## src/hdl/plc_map.vh

```
`ifndef PLC_MAP_VH
`define PLC_MAP_VH

// register byte offsets
`define PLC_OFS_SETTLE      8'h00
`define PLC_OFS_PUMP        8'h04
`define PLC_OFS_TUNE        8'h08
`define PLC_OFS_STATUS      8'h0c

// settle control fields
`define PLC_WIN_SEL_BIT     0
`define PLC_CNT_SEL_LSB     1
`define PLC_CNT_SEL_MSB     2
`define PLC_SETTLE_RST      3'h0

// pump control fields
`define PLC_CUR_LSB         0
`define PLC_CUR_MSB         2
`define PLC_SRC_BIT         3
`define PLC_SNK_BIT         4
`define PLC_HIZ_BIT         5
`define PLC_MID_BIT         6
`define PLC_WIDE_BIT        7
`define PLC_PUMP_RST        8'h00

// tuning control fields
`define PLC_DIV_LSB         0
`define PLC_DIV_MSB         3
`define PLC_RAO_BIT         4
`define PLC_START_BIT       5
`define PLC_POR_BIT         6
`define PLC_LPD_BIT         7
`define PLC_OPD_BIT         8
`define PLC_DIV_RST         4'h0
`define PLC_PD_RST          2'h0
`define PLC_DIV_MAX_CODE    4'hb

// status fields
`define PLC_ST_SETTLED      0
`define PLC_ST_SETTLED_N    1
`define PLC_ST_SLIP         2
`define PLC_ST_REF          3
`define PLC_ST_VALID        4
`define PLC_ST_BUSY         5
`define PLC_ST_DIV_BAD      6

// consecutive comparison counts per select code
`define PLC_COUNT_1         12'h020
`define PLC_COUNT_2         12'h100
`define PLC_COUNT_3         12'h800

// tuning cycle length in divided clocks
`define PLC_TUNE_TICKS      4'he

`endif

```

## src/hdl/plc_top.v

```verilog
`timescale 1ns/1ps
`include "plc_map.vh"

////////////////////////////////////////////////////////////////////////////////
// What this block does
// - window select picks narrow or wide window
// - settled only after enough consecutive in-window
// - count select: off, 32, 256, 2048
// - out-of-window: slip set, settled cleared at once
// - in-window comparison drops slip immediately
// - flags meaningful only with reference present
// - three-bit pump current magnitude select
// - force source or sink constant current
// - pump reset holds detector, pump high impedance
// - mid bias switches half-supply bias in
// - wide pulse lengthens detector reset delay
// - tuning stays valid until power-on reset or the next accepted start
// - tuning logic clocked by programmable divider
// - divider codes 0 to 11; 12-15 invalid
// - inverted settled flag always complement
// - start bit runs 14 ticks, self-clears
module plc_top #(
   parameter CNT_W = 12
) (
   input  wire          pclk,
   input  wire          presetn,
   input  wire          psel,
   input  wire          penable,
   input  wire          pwrite,
   input  wire [7:0]    paddr,
   input  wire [31:0]   pwdata,
   output reg  [31:0]   prdata,
   output wire          pready,
   output wire          pslverr,
   input  wire          phase_cmp_strobe,
   input  wire          phase_in_window_narrow,
   input  wire          phase_in_window_wide,
   input  wire          ref_present,
   output reg           phase_settled,
   output wire          phase_settled_n,
   output reg           phase_slip,
   output reg           window_select,
   output reg  [2:0]    pump_current_select,
   output reg           pump_force_source,
   output reg           pump_force_sink,
   output reg           pump_reset_hiz,
   output wire          pfd_pulse_enable,
   output reg           pump_mid_bias,
   output reg           pump_wide_pulse,
   output reg           ref_aligned_feedback,
   output reg           loop_powerdown,
   output reg           oscillator_powerdown,
   output reg           tune_busy,
   output reg           tune_done,
   output reg           tune_valid
);

   localparam ST_IDLE = 1'b0;
   localparam ST_RUN  = 1'b1;

   ////////////////////////////////////////////////////////////////////////////////
   // pin synchronisers

   wire [3:0] pin_raw;
   reg  [3:0] sync1;
   reg  [3:0] sync2;
   reg        strobe_d;

   assign pin_raw = {ref_present, phase_in_window_wide, phase_in_window_narrow,
                     phase_cmp_strobe};

   genvar gi;
   generate
      for (gi = 0; gi < 4; gi = gi + 1) begin : g_sync
         always @(posedge pclk or negedge presetn) begin
            if (!presetn) begin
               sync1[gi] <= 1'b0;
               sync2[gi] <= 1'b0;
            end else begin
               sync1[gi] <= pin_raw[gi];
               sync2[gi] <= sync1[gi];
            end
         end
      end
   endgenerate

   always @(posedge pclk or negedge presetn) begin
      if (!presetn) begin
         strobe_d <= 1'b0;
      end else begin
         strobe_d <= sync2[0];
      end
   end

   wire cmp_event  = sync2[0] & ~strobe_d;
   wire ref_ok     = sync2[3];
   // window comparison is analog; logic only chooses which comparator counts
   wire in_window  = window_select ? sync2[2] : sync2[1];

   ////////////////////////////////////////////////////////////////////////////////
   // register bus

   wire wr_en   = psel & penable & pwrite;
   wire mapped  = (paddr == `PLC_OFS_SETTLE) || (paddr == `PLC_OFS_PUMP) ||
                  (paddr == `PLC_OFS_TUNE)   || (paddr == `PLC_OFS_STATUS);
   wire wr_set  = wr_en & (paddr == `PLC_OFS_SETTLE);
   wire wr_pump = wr_en & (paddr == `PLC_OFS_PUMP);
   wire wr_tune = wr_en & (paddr == `PLC_OFS_TUNE);
   wire sw_por  = wr_tune & pwdata[`PLC_POR_BIT];
   wire start_req = wr_tune & pwdata[`PLC_START_BIT] & ~sw_por;

   assign pready  = psel & penable;
   assign pslverr = psel & penable & ~mapped;

   reg  [1:0] settle_count_select;
   reg  [3:0] tuning_clock_divider_select;
   reg        tune_start;
   reg        div_invalid;
   reg        tune_state;

   reg [31:0] read_word;
   always @* begin
      read_word = 32'h0000_0000;
      case (paddr)
         `PLC_OFS_SETTLE: begin
            read_word[`PLC_WIN_SEL_BIT] = window_select;
            read_word[`PLC_CNT_SEL_MSB:`PLC_CNT_SEL_LSB] = settle_count_select;
         end
         `PLC_OFS_PUMP: begin
            read_word[`PLC_CUR_MSB:`PLC_CUR_LSB] = pump_current_select;
            read_word[`PLC_SRC_BIT]  = pump_force_source;
            read_word[`PLC_SNK_BIT]  = pump_force_sink;
            read_word[`PLC_HIZ_BIT]  = pump_reset_hiz;
            read_word[`PLC_MID_BIT]  = pump_mid_bias;
            read_word[`PLC_WIDE_BIT] = pump_wide_pulse;
         end
         `PLC_OFS_TUNE: begin
            read_word[`PLC_DIV_MSB:`PLC_DIV_LSB] = tuning_clock_divider_select;
            read_word[`PLC_RAO_BIT]   = ref_aligned_feedback;
            read_word[`PLC_START_BIT] = tune_start;
            read_word[`PLC_LPD_BIT]   = loop_powerdown;
            read_word[`PLC_OPD_BIT]   = oscillator_powerdown;
         end
         `PLC_OFS_STATUS: begin
            read_word[`PLC_ST_SETTLED]   = phase_settled;
            read_word[`PLC_ST_SETTLED_N] = phase_settled_n;
            read_word[`PLC_ST_SLIP]      = phase_slip;
            read_word[`PLC_ST_REF]       = ref_ok;
            read_word[`PLC_ST_VALID]     = tune_valid;
            read_word[`PLC_ST_BUSY]      = tune_busy;
            read_word[`PLC_ST_DIV_BAD]   = div_invalid;
         end
         default: read_word = 32'h0000_0000;
      endcase
   end

   // captured in setup so the word is steady through the access phase
   always @(posedge pclk or negedge presetn) begin
      if (!presetn) begin
         prdata <= 32'h0000_0000;
      end else if (psel & ~penable & ~pwrite) begin
         prdata <= read_word;
      end
   end

   always @(posedge pclk or negedge presetn) begin
      if (!presetn) begin
         {settle_count_select, window_select} <= `PLC_SETTLE_RST;
         {pump_wide_pulse, pump_mid_bias, pump_reset_hiz, pump_force_sink,
          pump_force_source, pump_current_select} <= `PLC_PUMP_RST;
         tuning_clock_divider_select <= `PLC_DIV_RST;
         ref_aligned_feedback <= 1'b0;
         {oscillator_powerdown, loop_powerdown} <= `PLC_PD_RST;
      end else if (sw_por) begin
         {settle_count_select, window_select} <= `PLC_SETTLE_RST;
         {pump_wide_pulse, pump_mid_bias, pump_reset_hiz, pump_force_sink,
          pump_force_source, pump_current_select} <= `PLC_PUMP_RST;
         tuning_clock_divider_select <= `PLC_DIV_RST;
         ref_aligned_feedback <= 1'b0;
         {oscillator_powerdown, loop_powerdown} <= `PLC_PD_RST;
      end else begin
         if (wr_set) begin
            window_select       <= pwdata[`PLC_WIN_SEL_BIT];
            settle_count_select <= pwdata[`PLC_CNT_SEL_MSB:`PLC_CNT_SEL_LSB];
         end
         if (wr_pump) begin
            pump_current_select <= pwdata[`PLC_CUR_MSB:`PLC_CUR_LSB];
            pump_force_source   <= pwdata[`PLC_SRC_BIT];
            pump_force_sink     <= pwdata[`PLC_SNK_BIT];
            pump_reset_hiz      <= pwdata[`PLC_HIZ_BIT];
            pump_mid_bias       <= pwdata[`PLC_MID_BIT];
            pump_wide_pulse     <= pwdata[`PLC_WIDE_BIT];
         end
         // divider code is frozen while a tuning cycle runs
         if (wr_tune & (tune_state == ST_IDLE)) begin
            tuning_clock_divider_select <= pwdata[`PLC_DIV_MSB:`PLC_DIV_LSB];
         end
         if (wr_tune) begin
            ref_aligned_feedback <= pwdata[`PLC_RAO_BIT];
            loop_powerdown       <= pwdata[`PLC_LPD_BIT];
            oscillator_powerdown <= pwdata[`PLC_OPD_BIT];
         end
      end
   end

   // detector held in reset suppresses both pulse directions
   assign pfd_pulse_enable = ~pump_reset_hiz;

   ////////////////////////////////////////////////////////////////////////////////
   // phase settle qualifier

   function [CNT_W-1:0] settle_target;
      input [1:0] sel;
      begin
         case (sel)
            2'h1:    settle_target = `PLC_COUNT_1;
            2'h2:    settle_target = `PLC_COUNT_2;
            2'h3:    settle_target = `PLC_COUNT_3;
            default: settle_target = {CNT_W{1'b0}};
         endcase
      end
   endfunction

   reg  [CNT_W-1:0] run_count;
   wire [CNT_W-1:0] target_last = settle_target(settle_count_select) - 12'h001;

   // flags set only on comparisons, which need a running reference; count select 0 and software reset clear them
   always @(posedge pclk or negedge presetn) begin
      if (!presetn) begin
         run_count     <= {CNT_W{1'b0}};
         phase_settled <= 1'b0;
         phase_slip    <= 1'b0;
      end else if (sw_por || settle_count_select == 2'h0) begin
         run_count     <= {CNT_W{1'b0}};
         phase_settled <= 1'b0;
         phase_slip    <= 1'b0;
      end else if (cmp_event) begin
         if (!in_window) begin
            run_count     <= {CNT_W{1'b0}};
            phase_slip    <= 1'b1;
            phase_settled <= 1'b0;
         end else begin
            phase_slip <= 1'b0;
            if (run_count == target_last) begin
               phase_settled <= 1'b1;
            end else begin
               run_count <= run_count + 12'h001;
            end
         end
      end
   end

   assign phase_settled_n = ~phase_settled;

   ////////////////////////////////////////////////////////////////////////////////
   // oscillator tuning sequencer

   wire       tune_tick;
   reg  [3:0] tick_count;
   wire       code_ok = (pwdata[`PLC_DIV_MSB:`PLC_DIV_LSB] <= `PLC_DIV_MAX_CODE);

   plc_tune_div #(
      .CW        (9)
   ) u_tune_div (
      .clk       (pclk),
      .rst_n     (presetn),
      .enable    (tune_state == ST_RUN),
      .event_in  (cmp_event),
      .ratio_sel (tuning_clock_divider_select),
      .tick      (tune_tick)
   );

   always @(posedge pclk or negedge presetn) begin
      if (!presetn) begin
         tune_state  <= ST_IDLE;
         tune_start  <= 1'b0;
         tick_count  <= 4'h0;
         tune_busy   <= 1'b0;
         tune_done   <= 1'b0;
         tune_valid  <= 1'b0;
         div_invalid <= 1'b0;
      end else if (sw_por) begin
         tune_state  <= ST_IDLE;
         tune_start  <= 1'b0;
         tick_count  <= 4'h0;
         tune_busy   <= 1'b0;
         tune_done   <= 1'b0;
         tune_valid  <= 1'b0;
         div_invalid <= 1'b0;
      end else begin
         tune_done <= 1'b0;
         case (tune_state)
            ST_IDLE: begin
               if (start_req) begin
                  if (code_ok) begin
                     tune_state  <= ST_RUN;
                     tune_start  <= 1'b1;
                     tune_busy   <= 1'b1;
                     tune_valid  <= 1'b0;
                     tick_count  <= 4'h0;
                     div_invalid <= 1'b0;
                  end else begin
                     div_invalid <= 1'b1;
                  end
               end
            end
            ST_RUN: begin
               if (tune_tick) begin
                  if (tick_count == `PLC_TUNE_TICKS - 4'h1) begin
                     tune_state <= ST_IDLE;
                     tune_start <= 1'b0;
                     tune_busy  <= 1'b0;
                     tune_done  <= 1'b1;
                     tune_valid <= 1'b1;
                  end else begin
                     tick_count <= tick_count + 4'h1;
                  end
               end
            end
            default: begin
               tune_state <= ST_IDLE;
               tune_start <= 1'b0;
               tune_busy  <= 1'b0;
            end
         endcase
      end
   end

endmodule

```

## src/hdl/plc_tune_div.v

```verilog
`timescale 1ns/1ps
`include "plc_map.vh"

// divides comparison events down to the tuning logic clock tick
module plc_tune_div #(
   parameter CW = 9
) (
   input  wire          clk,
   input  wire          rst_n,
   input  wire          enable,
   input  wire          event_in,
   input  wire [3:0]    ratio_sel,
   output reg           tick
);

   reg  [CW-1:0] count;
   wire [CW-1:0] last;

   function [CW-1:0] ratio_of;
      input [3:0] sel;
      begin
         case (sel)
            4'h0:    ratio_of = 9'h008;
            4'h1:    ratio_of = 9'h00c;
            4'h2:    ratio_of = 9'h010;
            4'h3:    ratio_of = 9'h018;
            4'h4:    ratio_of = 9'h020;
            4'h5:    ratio_of = 9'h030;
            4'h6:    ratio_of = 9'h040;
            4'h7:    ratio_of = 9'h060;
            4'h8:    ratio_of = 9'h080;
            4'h9:    ratio_of = 9'h0c0;
            4'ha:    ratio_of = 9'h100;
            4'hb:    ratio_of = 9'h180;
            // invalid codes never run; start is refused upstream
            default: ratio_of = 9'h008;
         endcase
      end
   endfunction

   assign last = ratio_of(ratio_sel) - 9'h001;

   always @(posedge clk or negedge rst_n) begin
      if (!rst_n) begin
         count <= {CW{1'b0}};
         tick  <= 1'b0;
      end else begin
         tick <= 1'b0;
         if (!enable) begin
            count <= {CW{1'b0}};
         end else if (event_in) begin
            if (count == last) begin
               count <= {CW{1'b0}};
               tick  <= 1'b1;
            end else begin
               count <= count + 9'h001;
            end
         end
      end
   end

endmodule

```

## config.mk

```make
export PLATFORM = sky130hd
export DESIGN_NAME = plc_top
export DESIGN_NICKNAME = d
export VERILOG_FILES = /design/src/hdl/plc_top.v /design/src/hdl/plc_tune_div.v
export VERILOG_INCLUDE_DIRS = /design/src /design/src/hdl
export SDC_FILE = /design/constraint.sdc
export NUM_CORES = 1
export LEC_CHECK = 0
export ABC_AREA = 1
export BUFFER_PORTS_ARGS = -buffer_cell sky130_fd_sc_hd__buf_2
export CORE_MARGIN = 2
export CORE_UTILIZATION = 54
export CTS_CLUSTER_DIAMETER = 60
export DETAILED_ROUTE_END_ITERATION = 16
export GPL_TIMING_DRIVEN = 0
export MAX_ROUTING_LAYER = met4
export PLACE_DENSITY_LB_ADDON = 0.05
export SYNTH_ARGS = -nofsm -noshare
export SYNTH_HDL_FRONTEND = slang
export SYNTH_SLANG_ARGS = --single-unit
```

## constraint.sdc

```tcl
create_clock -name pclk -period 2.55 [get_ports pclk]
set_input_delay 0.255 -clock pclk [delete_from_list [all_inputs] [get_ports pclk]]
set_output_delay 0.255 -clock pclk [all_outputs]
set_load 0.05 [all_outputs]
```

== Word-level counts from Yosys, hierarchy flattened ==
Memory sizes are Yosys's and may differ from the RTL's.
Cells that the tools add are included.

* ROM bits: 112
* Word-level logic and storage cells: 176
* Bits in registers: 69
* Output and inout bits: 53
* Bits of input ports: 49
* Memories: 1

* Reduce and logical (&&, ||, !) cells: 17
* Magnitude comparators: 1
* Eq/ne operators: 18
* Bitwise logic cells: 21
* Mux-type cells: 80
* Add/subtract/negate cells: 5

{| class="wikitable"
|+ Memories
! memory !! depth !! width !! rd ports !! clocked after Yosys merged registers in !! wr ports !! line !! text
|-
| (name not given) || 16 || 7 || 1 || 0 || 0 || plc_tune_div.v:22 || <nowiki>case (sel)</nowiki>
|}

{| class="wikitable"
|+ Operators with widths
! cell !! count
|-
| $mux 1 || 53
|-
| $mux 12 || 4
|-
| $pmux 12 s3 || 1
|-
| $mux 4 || 7
|-
| $mux 9 || 3
|-
| $eq 8x4->1 const B || 2
|-
| $and 1x1->1 || 13
|-
| $add 12x1->12 const B || 1
|-
| $eq 12x12->1 || 1
|-
| $ne 3x3->1 const B || 4
|-
| $pmux 3 s4 || 1
|-
| $reduce_bool 2->1 || 6
|-
| $sub 12x1->12 const B || 1
|-
| $pmux 1 s2 || 5
|-
| $add 9x1->9 const B || 1
|-
| $eq 9x9->1 || 1
|-
| $pmux 3 s3 || 1
|-
| $sub 9x1->9 const B || 1
|-
| $eq 8x3->1 const B || 1
|-
| $logic_not 8->1 || 1
|-
| $not 1->1 || 8
|-
| $pmux 4 s2 || 1
|-
| $reduce_and 4->1 || 2
|-
| $mux 3 || 2
|-
| 12 further kinds || 21
|}

== Depth between registers and ports, before layout ==
* Word-level depth: 9
* Gate-level depth with buffers: 14
* Gate-level depth less buffers: 14

== Cells and area by module ==
From an unflattened synthesis, not the netlist that was laid out.

* Cell total of the unflattened synthesis: 549
* Area, all modules: 4131.5 µm²

{| class="wikitable"
|+ Modules (own cells, without submodules)
! module !! area each (µm²) !! cells each !! times used !! sequential area each (µm²)
|-
| plc_top || 3233.1 || 393 || 1 || 1476.4
|-
| plc_tune_div || 898.4 || 156 || 1 || 250.2
|}

== Worst setup path after synthesis ==
Ideal clock, no wire load.

* Path type: input to output
* Start: input paddr[2]
* End: output pslverr
* Required time: 2.295 ns
* Data arrival time: 2.156 ns
* Path buffers: 0
* Path slack: 0.139 ns
* Cell stages on the path: 6
* Path through: inv_1 > nand3_1 > nor2_4 > inv_1 > nand2_1 > nor4_1

* Cells in the longest elaborated chain, start to end: 6
* Elaborated cells on any way between the ends: 9
* Those cells by class: eq/ne: 3; bitwise: 2; reduce/logical: 4

{| class="wikitable"
|+ RTL lines
! what !! line !! text
|-
| from (decl) || plc_top.v:30 || <nowiki>input wire [7:0] paddr,</nowiki>
|-
| $eq 8x3->1 / $logic_not 8->1 (equally long branches) || n/a ||
|-
| $logic_or 1x1->1 (2 in a row) || plc_top.v:104 || <nowiki>wire mapped = (paddr == `PLC_OFS_SETTLE) || (paddr == `PLC_OFS_PUMP) ||</nowiki>
|-
| $logic_or 1x1->1 * || plc_top.v:104 ||
|-
| $not 1->1 * || plc_top.v:113 || <nowiki>assign pslverr = psel & penable & ~mapped;</nowiki>
|-
| $and 1x1->1 * || plc_top.v:113 ||
|-
| to (decl) || plc_top.v:34 || <nowiki>output wire pslverr,</nowiki>
|}

Every way passes the cells marked *; elsewhere a longest branch is shown, timed or not.

== Worst setup path after layout ==
* Start: register tuning_clock_divider_select[3]
* End: register u_tune_div.count[7]

* Cells in the longest elaborated chain, start to end: 6

{| class="wikitable"
|+ RTL lines
! what !! line !! text
|-
| from (decl) || plc_top.v:116 || <nowiki>reg [3:0] tuning_clock_divider_select;</nowiki>
|-
| from (signal assigned) || plc_top.v:171 || <nowiki>tuning_clock_divider_select <= `PLC_DIV_RST;</nowiki>
|-
| from (signal assigned) || plc_top.v:178 || <nowiki>tuning_clock_divider_select <= `PLC_DIV_RST;</nowiki>
|-
| from (signal assigned) || plc_top.v:196 || <nowiki>tuning_clock_divider_select <= pwdata[`PLC_DIV_MSB:`PLC_DIV_LSB];</nowiki>
|-
| $mem_v2 16x7 || n/a ||
|-
| $sub 9x1->9 || plc_tune_div.v:41 || <nowiki>assign last = ratio_of(ratio_sel) - 9'h001;</nowiki>
|-
| $eq 9x9->1 || plc_tune_div.v:52 || <nowiki>if (count == last) begin</nowiki>
|-
| $mux 9 || plc_tune_div.v:52 ||
|-
| $mux 9 || plc_tune_div.v:51 || <nowiki>end else if (event_in) begin</nowiki>
|-
| $mux 9 || plc_tune_div.v:49 || <nowiki>if (!enable) begin</nowiki>
|-
| to (signal assigned) || plc_tune_div.v:50 || <nowiki>count <= {CW{1'b0}};</nowiki>
|-
| to (signal assigned) || plc_tune_div.v:53 || <nowiki>count <= {CW{1'b0}};</nowiki>
|-
| to (signal assigned) || plc_tune_div.v:56 || <nowiki>count <= count + 9'h001;</nowiki>
|-
| to (decl) || plc_tune_div.v:16 || <nowiki>reg [CW-1:0] count;</nowiki>
|}

No other way between the ends. The select of a mux whose other input is x is not followed.
A chain may end at the register's enable or synchronous reset.

==> flow_summary.toml <==
[setup_path]
crit_path_end_kind = "register"
crit_fanout = 10
path_depth = 14
r2r_slack_ns = 0.27
cpLargestDelayFamily = "simple AND/OR/NAND/NOR gates"
cpPeakStageDelay_ns = 0.46
start_kind = "register"
reg2reg_to = "u_tune_div.count[7]$_DFFE_PN0P_"
cp.arrival_ns = 2.52
crit_type = "register to register"
rr_startpoint = "tuning_clock_divider_select[3]$_DFFE_PN0P_"
required_ns = 2.80
rr_worst_depth = 14
path_cells = "inv_1 -> nor2_2 -> nor2_1 -> o31ai_1 -> ha_1 -> xnor2_1 -> nor2_1 -> nand2_1 -> nor2_1 -> nand2_1 -> nor2_1 -> nand3_2 -> nand2_1 -> nand2_1"
cpMaxStageDelayCell = "dfrtp_1"
critPathBufInv = 1

[floorplan]
die_w_um = 91.6
num_rows = 31
core_um2 = 7330
die_area_um2 = 8390
io_pins = 102
die_h_um = 91.6
start_util = 0.565

[global_route]
antenna_found_initial = 0
grt_max_degree = 70
grt_usage = 0.248
grt-ovfl-total = 0
grt_pass1_wl_um = 16200
grt_pass1_vias = 3484

[clock_network]
clk_pin_slew_ns = 0.08
cts_resized = 0
cts-buffers-inserted = 9
tritoncts = "yes"
cts_buffer_depth = 2
clk_latency_ns = 0.35
root_buffer = "clkbuf_8"
cts.sinks = 69
post-cts-setup-buffers = 0
htree_levels = 3

[synth]
syn_inst = 557
syn_area_per_cell_um2 = 7.44
synth-seq-area-share = 0.417
synthArstFlopShare = 1.00
netlist_area_um2 = 4150
synth_edf_count = 0
synth_cell_type_count = 39
yosys_warnings = 0
ys_ff_latch = 69
synth_flop_cell = "dfrtp_1"

[routing]
wl_per_cell_um = 12.8
drc = 0
avgViaCountPerCell = 5.00
final_antenna_net_count = 0
via_count = 3752
firstDrtPassIters = 5
drt_iter0_markers = 199
wl_um = 9630

[power]
ir_worst_vdd_v = 0.000338
power.net_switching_mw = 0.685
p_sw_frac = 0.279
p_per_area_nw_per_um2 = 503
p_clk_frac = 0.415
seq_power_share = 0.460
leakage_nw = 2.57
p_comb_frac = 0.125
p_int_mw = 1.77

[sta]
holdWs_ns = 0.00475
worst_slew_pin_slew_ns = 0.861
drv_slew = 0
min_period_ns = 2.28
hold_viol = 0
finClkSkew_ns = 0.00809
rsz0062_at_grt = "false"
setup_slack_ns = 0.274
slew_headroom = 0.426
setup_violations = 0
fmax_ghz = 0.439
min_period_over_period = 0.893
tns_ns = 0

[place]
place.gp.congestion = 0.907
place_hpwl_um = 7080
post-place-ws_ns = 0.268
io_buffers = 55

[run_status]
status = "complete, no violations"

[final_layout]
area_growth_pct = 17.7
antenna_cells = 0
num-nets-final = 705
layout-drive-gt1-share = 0.201
n_fill_cell = 647

[worst_hold_path]
hold_path.class = "input pin to asynchronous set/reset pin"

[run]
cap_violations = 0
-- state kept, by name (all words and copies together) (netlist names), 2 cells and up --
name / cells
pump_current_select: 3
sync1: 4
u_tune_div.count: 9
settle_count_select: 2
run_count: 12
prdata: 9
tuning_clock_divider_select: 4
tick_count: 4
sync2: 3
-- metrics by stage --
stage	utilization	power (mW)	std cells	instance area (µm²)
floorplan	-	1.37	579	4230
detailed placement	0.632	1.45	733	4630
CTS	0.666	2.47	751	4880
global placement	0.631	1.45	733	4630
finish	0.666	2.45	751	4880
global route	0.666	2.54	751	4880
-- logic make-up after synthesis --
logic type               count (synthesis)  share of synthesized area
AO/OA/AOI/OAI                           49                     0.0712
XOR/XNOR                                 7                     0.0148
adder cells (fa/ha/maj)                  8                     0.0241
buffers and inverters                   94                      0.117
flip-flops                              69                      0.417
other                                    1                   0.000905
AND/OR/NAND/NOR                        329                      0.356
-- synth_stat cells (2+ instances only) --
cell      instances  area, µm²
nand2_1         182        683
dfrtp_1          69       1730
inv_1            57        214
nand3_1          57        285
nor2_1           49        184
buf_4            23        173
o21ai_0          16       80.1
nand4_1          13       81.3
a21oi_1          10       50.1
ha_1              8        100
nor3_1            6       30.0
o21ai_1           6       30.0
o21ai_2           6       52.6
nand3_2           5       50.1
xor2_1            5       43.8
buf_6             4       45.0
inv_2             4       15.0
o22ai_1           4       25.0
o31ai_1           4       30.0
nor2_2            3       18.8
or2_2             3       18.8
clkinv_1          2       7.51
nand2_2           2       12.5
nand2_4           2       22.5
o211ai_1          2       15.0
xnor2_1           2       17.5
-- layout by cell type, fill, tap and decap left out, types with 4 or more instances in the layout --
cell        n
o31ai_1     4
nand3_1    57
nor3_1      6
clkbuf_8   10
buf_2      55
ha_1        8
nor2_1     49
xor2_1      5
o21ai_0    16
dfrtp_1    69
conb_1     23
o21ai_1     6
buf_6       4
inv_1      57
nand2_1   182
o22ai_1     4
o21ai_2     6
nand4_1    13
a21oi_1    10
nand3_2     5
inv_2       4
buf_4      24
-- cell type report --
class                           instances  area, µm²  share of cell area
Sequential cell                        69       1730               0.354
Multi-Input combinational cell        416       2020               0.413
Clock buffer                           10        138              0.0282
Clock inverter                          5       83.8              0.0172
Buffer                                 30        241              0.0495
Timing Repair Buffer                   58        308              0.0631
Tap cell                               99        124              0.0254
Inverter                               64        243              0.0497
-- power groups by stage --
stage                     logic [mW]  registers [mW]  clock network [mW]
after floorplan                0.180            1.19                   0
after global placement         0.300            1.15                   0
after detailed placement       0.305            1.15                   0
after CTS                      0.309            1.13                1.04
after global routing           0.332            1.13                1.08
final                          0.308            1.13                1.02
-- how the worst max path moves through the flow --
stage / startpoint / to
after floorplan: paddr[2] / pslverr
after global placement: tuning_clock_divider_select[3]$_DFFE_PN0P_ / u_tune_div.count[7]$_DFFE_PN0P_
after detailed placement: tuning_clock_divider_select[3]$_DFFE_PN0P_ / u_tune_div.count[7]$_DFFE_PN0P_
after CTS: tuning_clock_divider_select[3]$_DFFE_PN0P_ / u_tune_div.count[7]$_DFFE_PN0P_
after global routing: tuning_clock_divider_select[3]$_DFFE_PN0P_ / u_tune_div.count[8]$_DFFE_PN0P_
final: tuning_clock_divider_select[3]$_DFFE_PN0P_ / u_tune_div.count[7]$_DFFE_PN0P_
-- timing repair --
item | CTS | global route
endpoints found under the hold margin | 3 | 0
endpoints found under the setup margin | 0 | 0
hold buffers | 3 | 0
-- per-layer routing --
layer,up-vias,GRT usage,part of all wire
met3,15,0.0444,0.043
met5,-,-,0
met2,86,0.397,0.48
met4,0,0.0808,0.017
met1,1737,0.322,0.46
li1,1914,-,-
(Power assumes the default switching activity.)
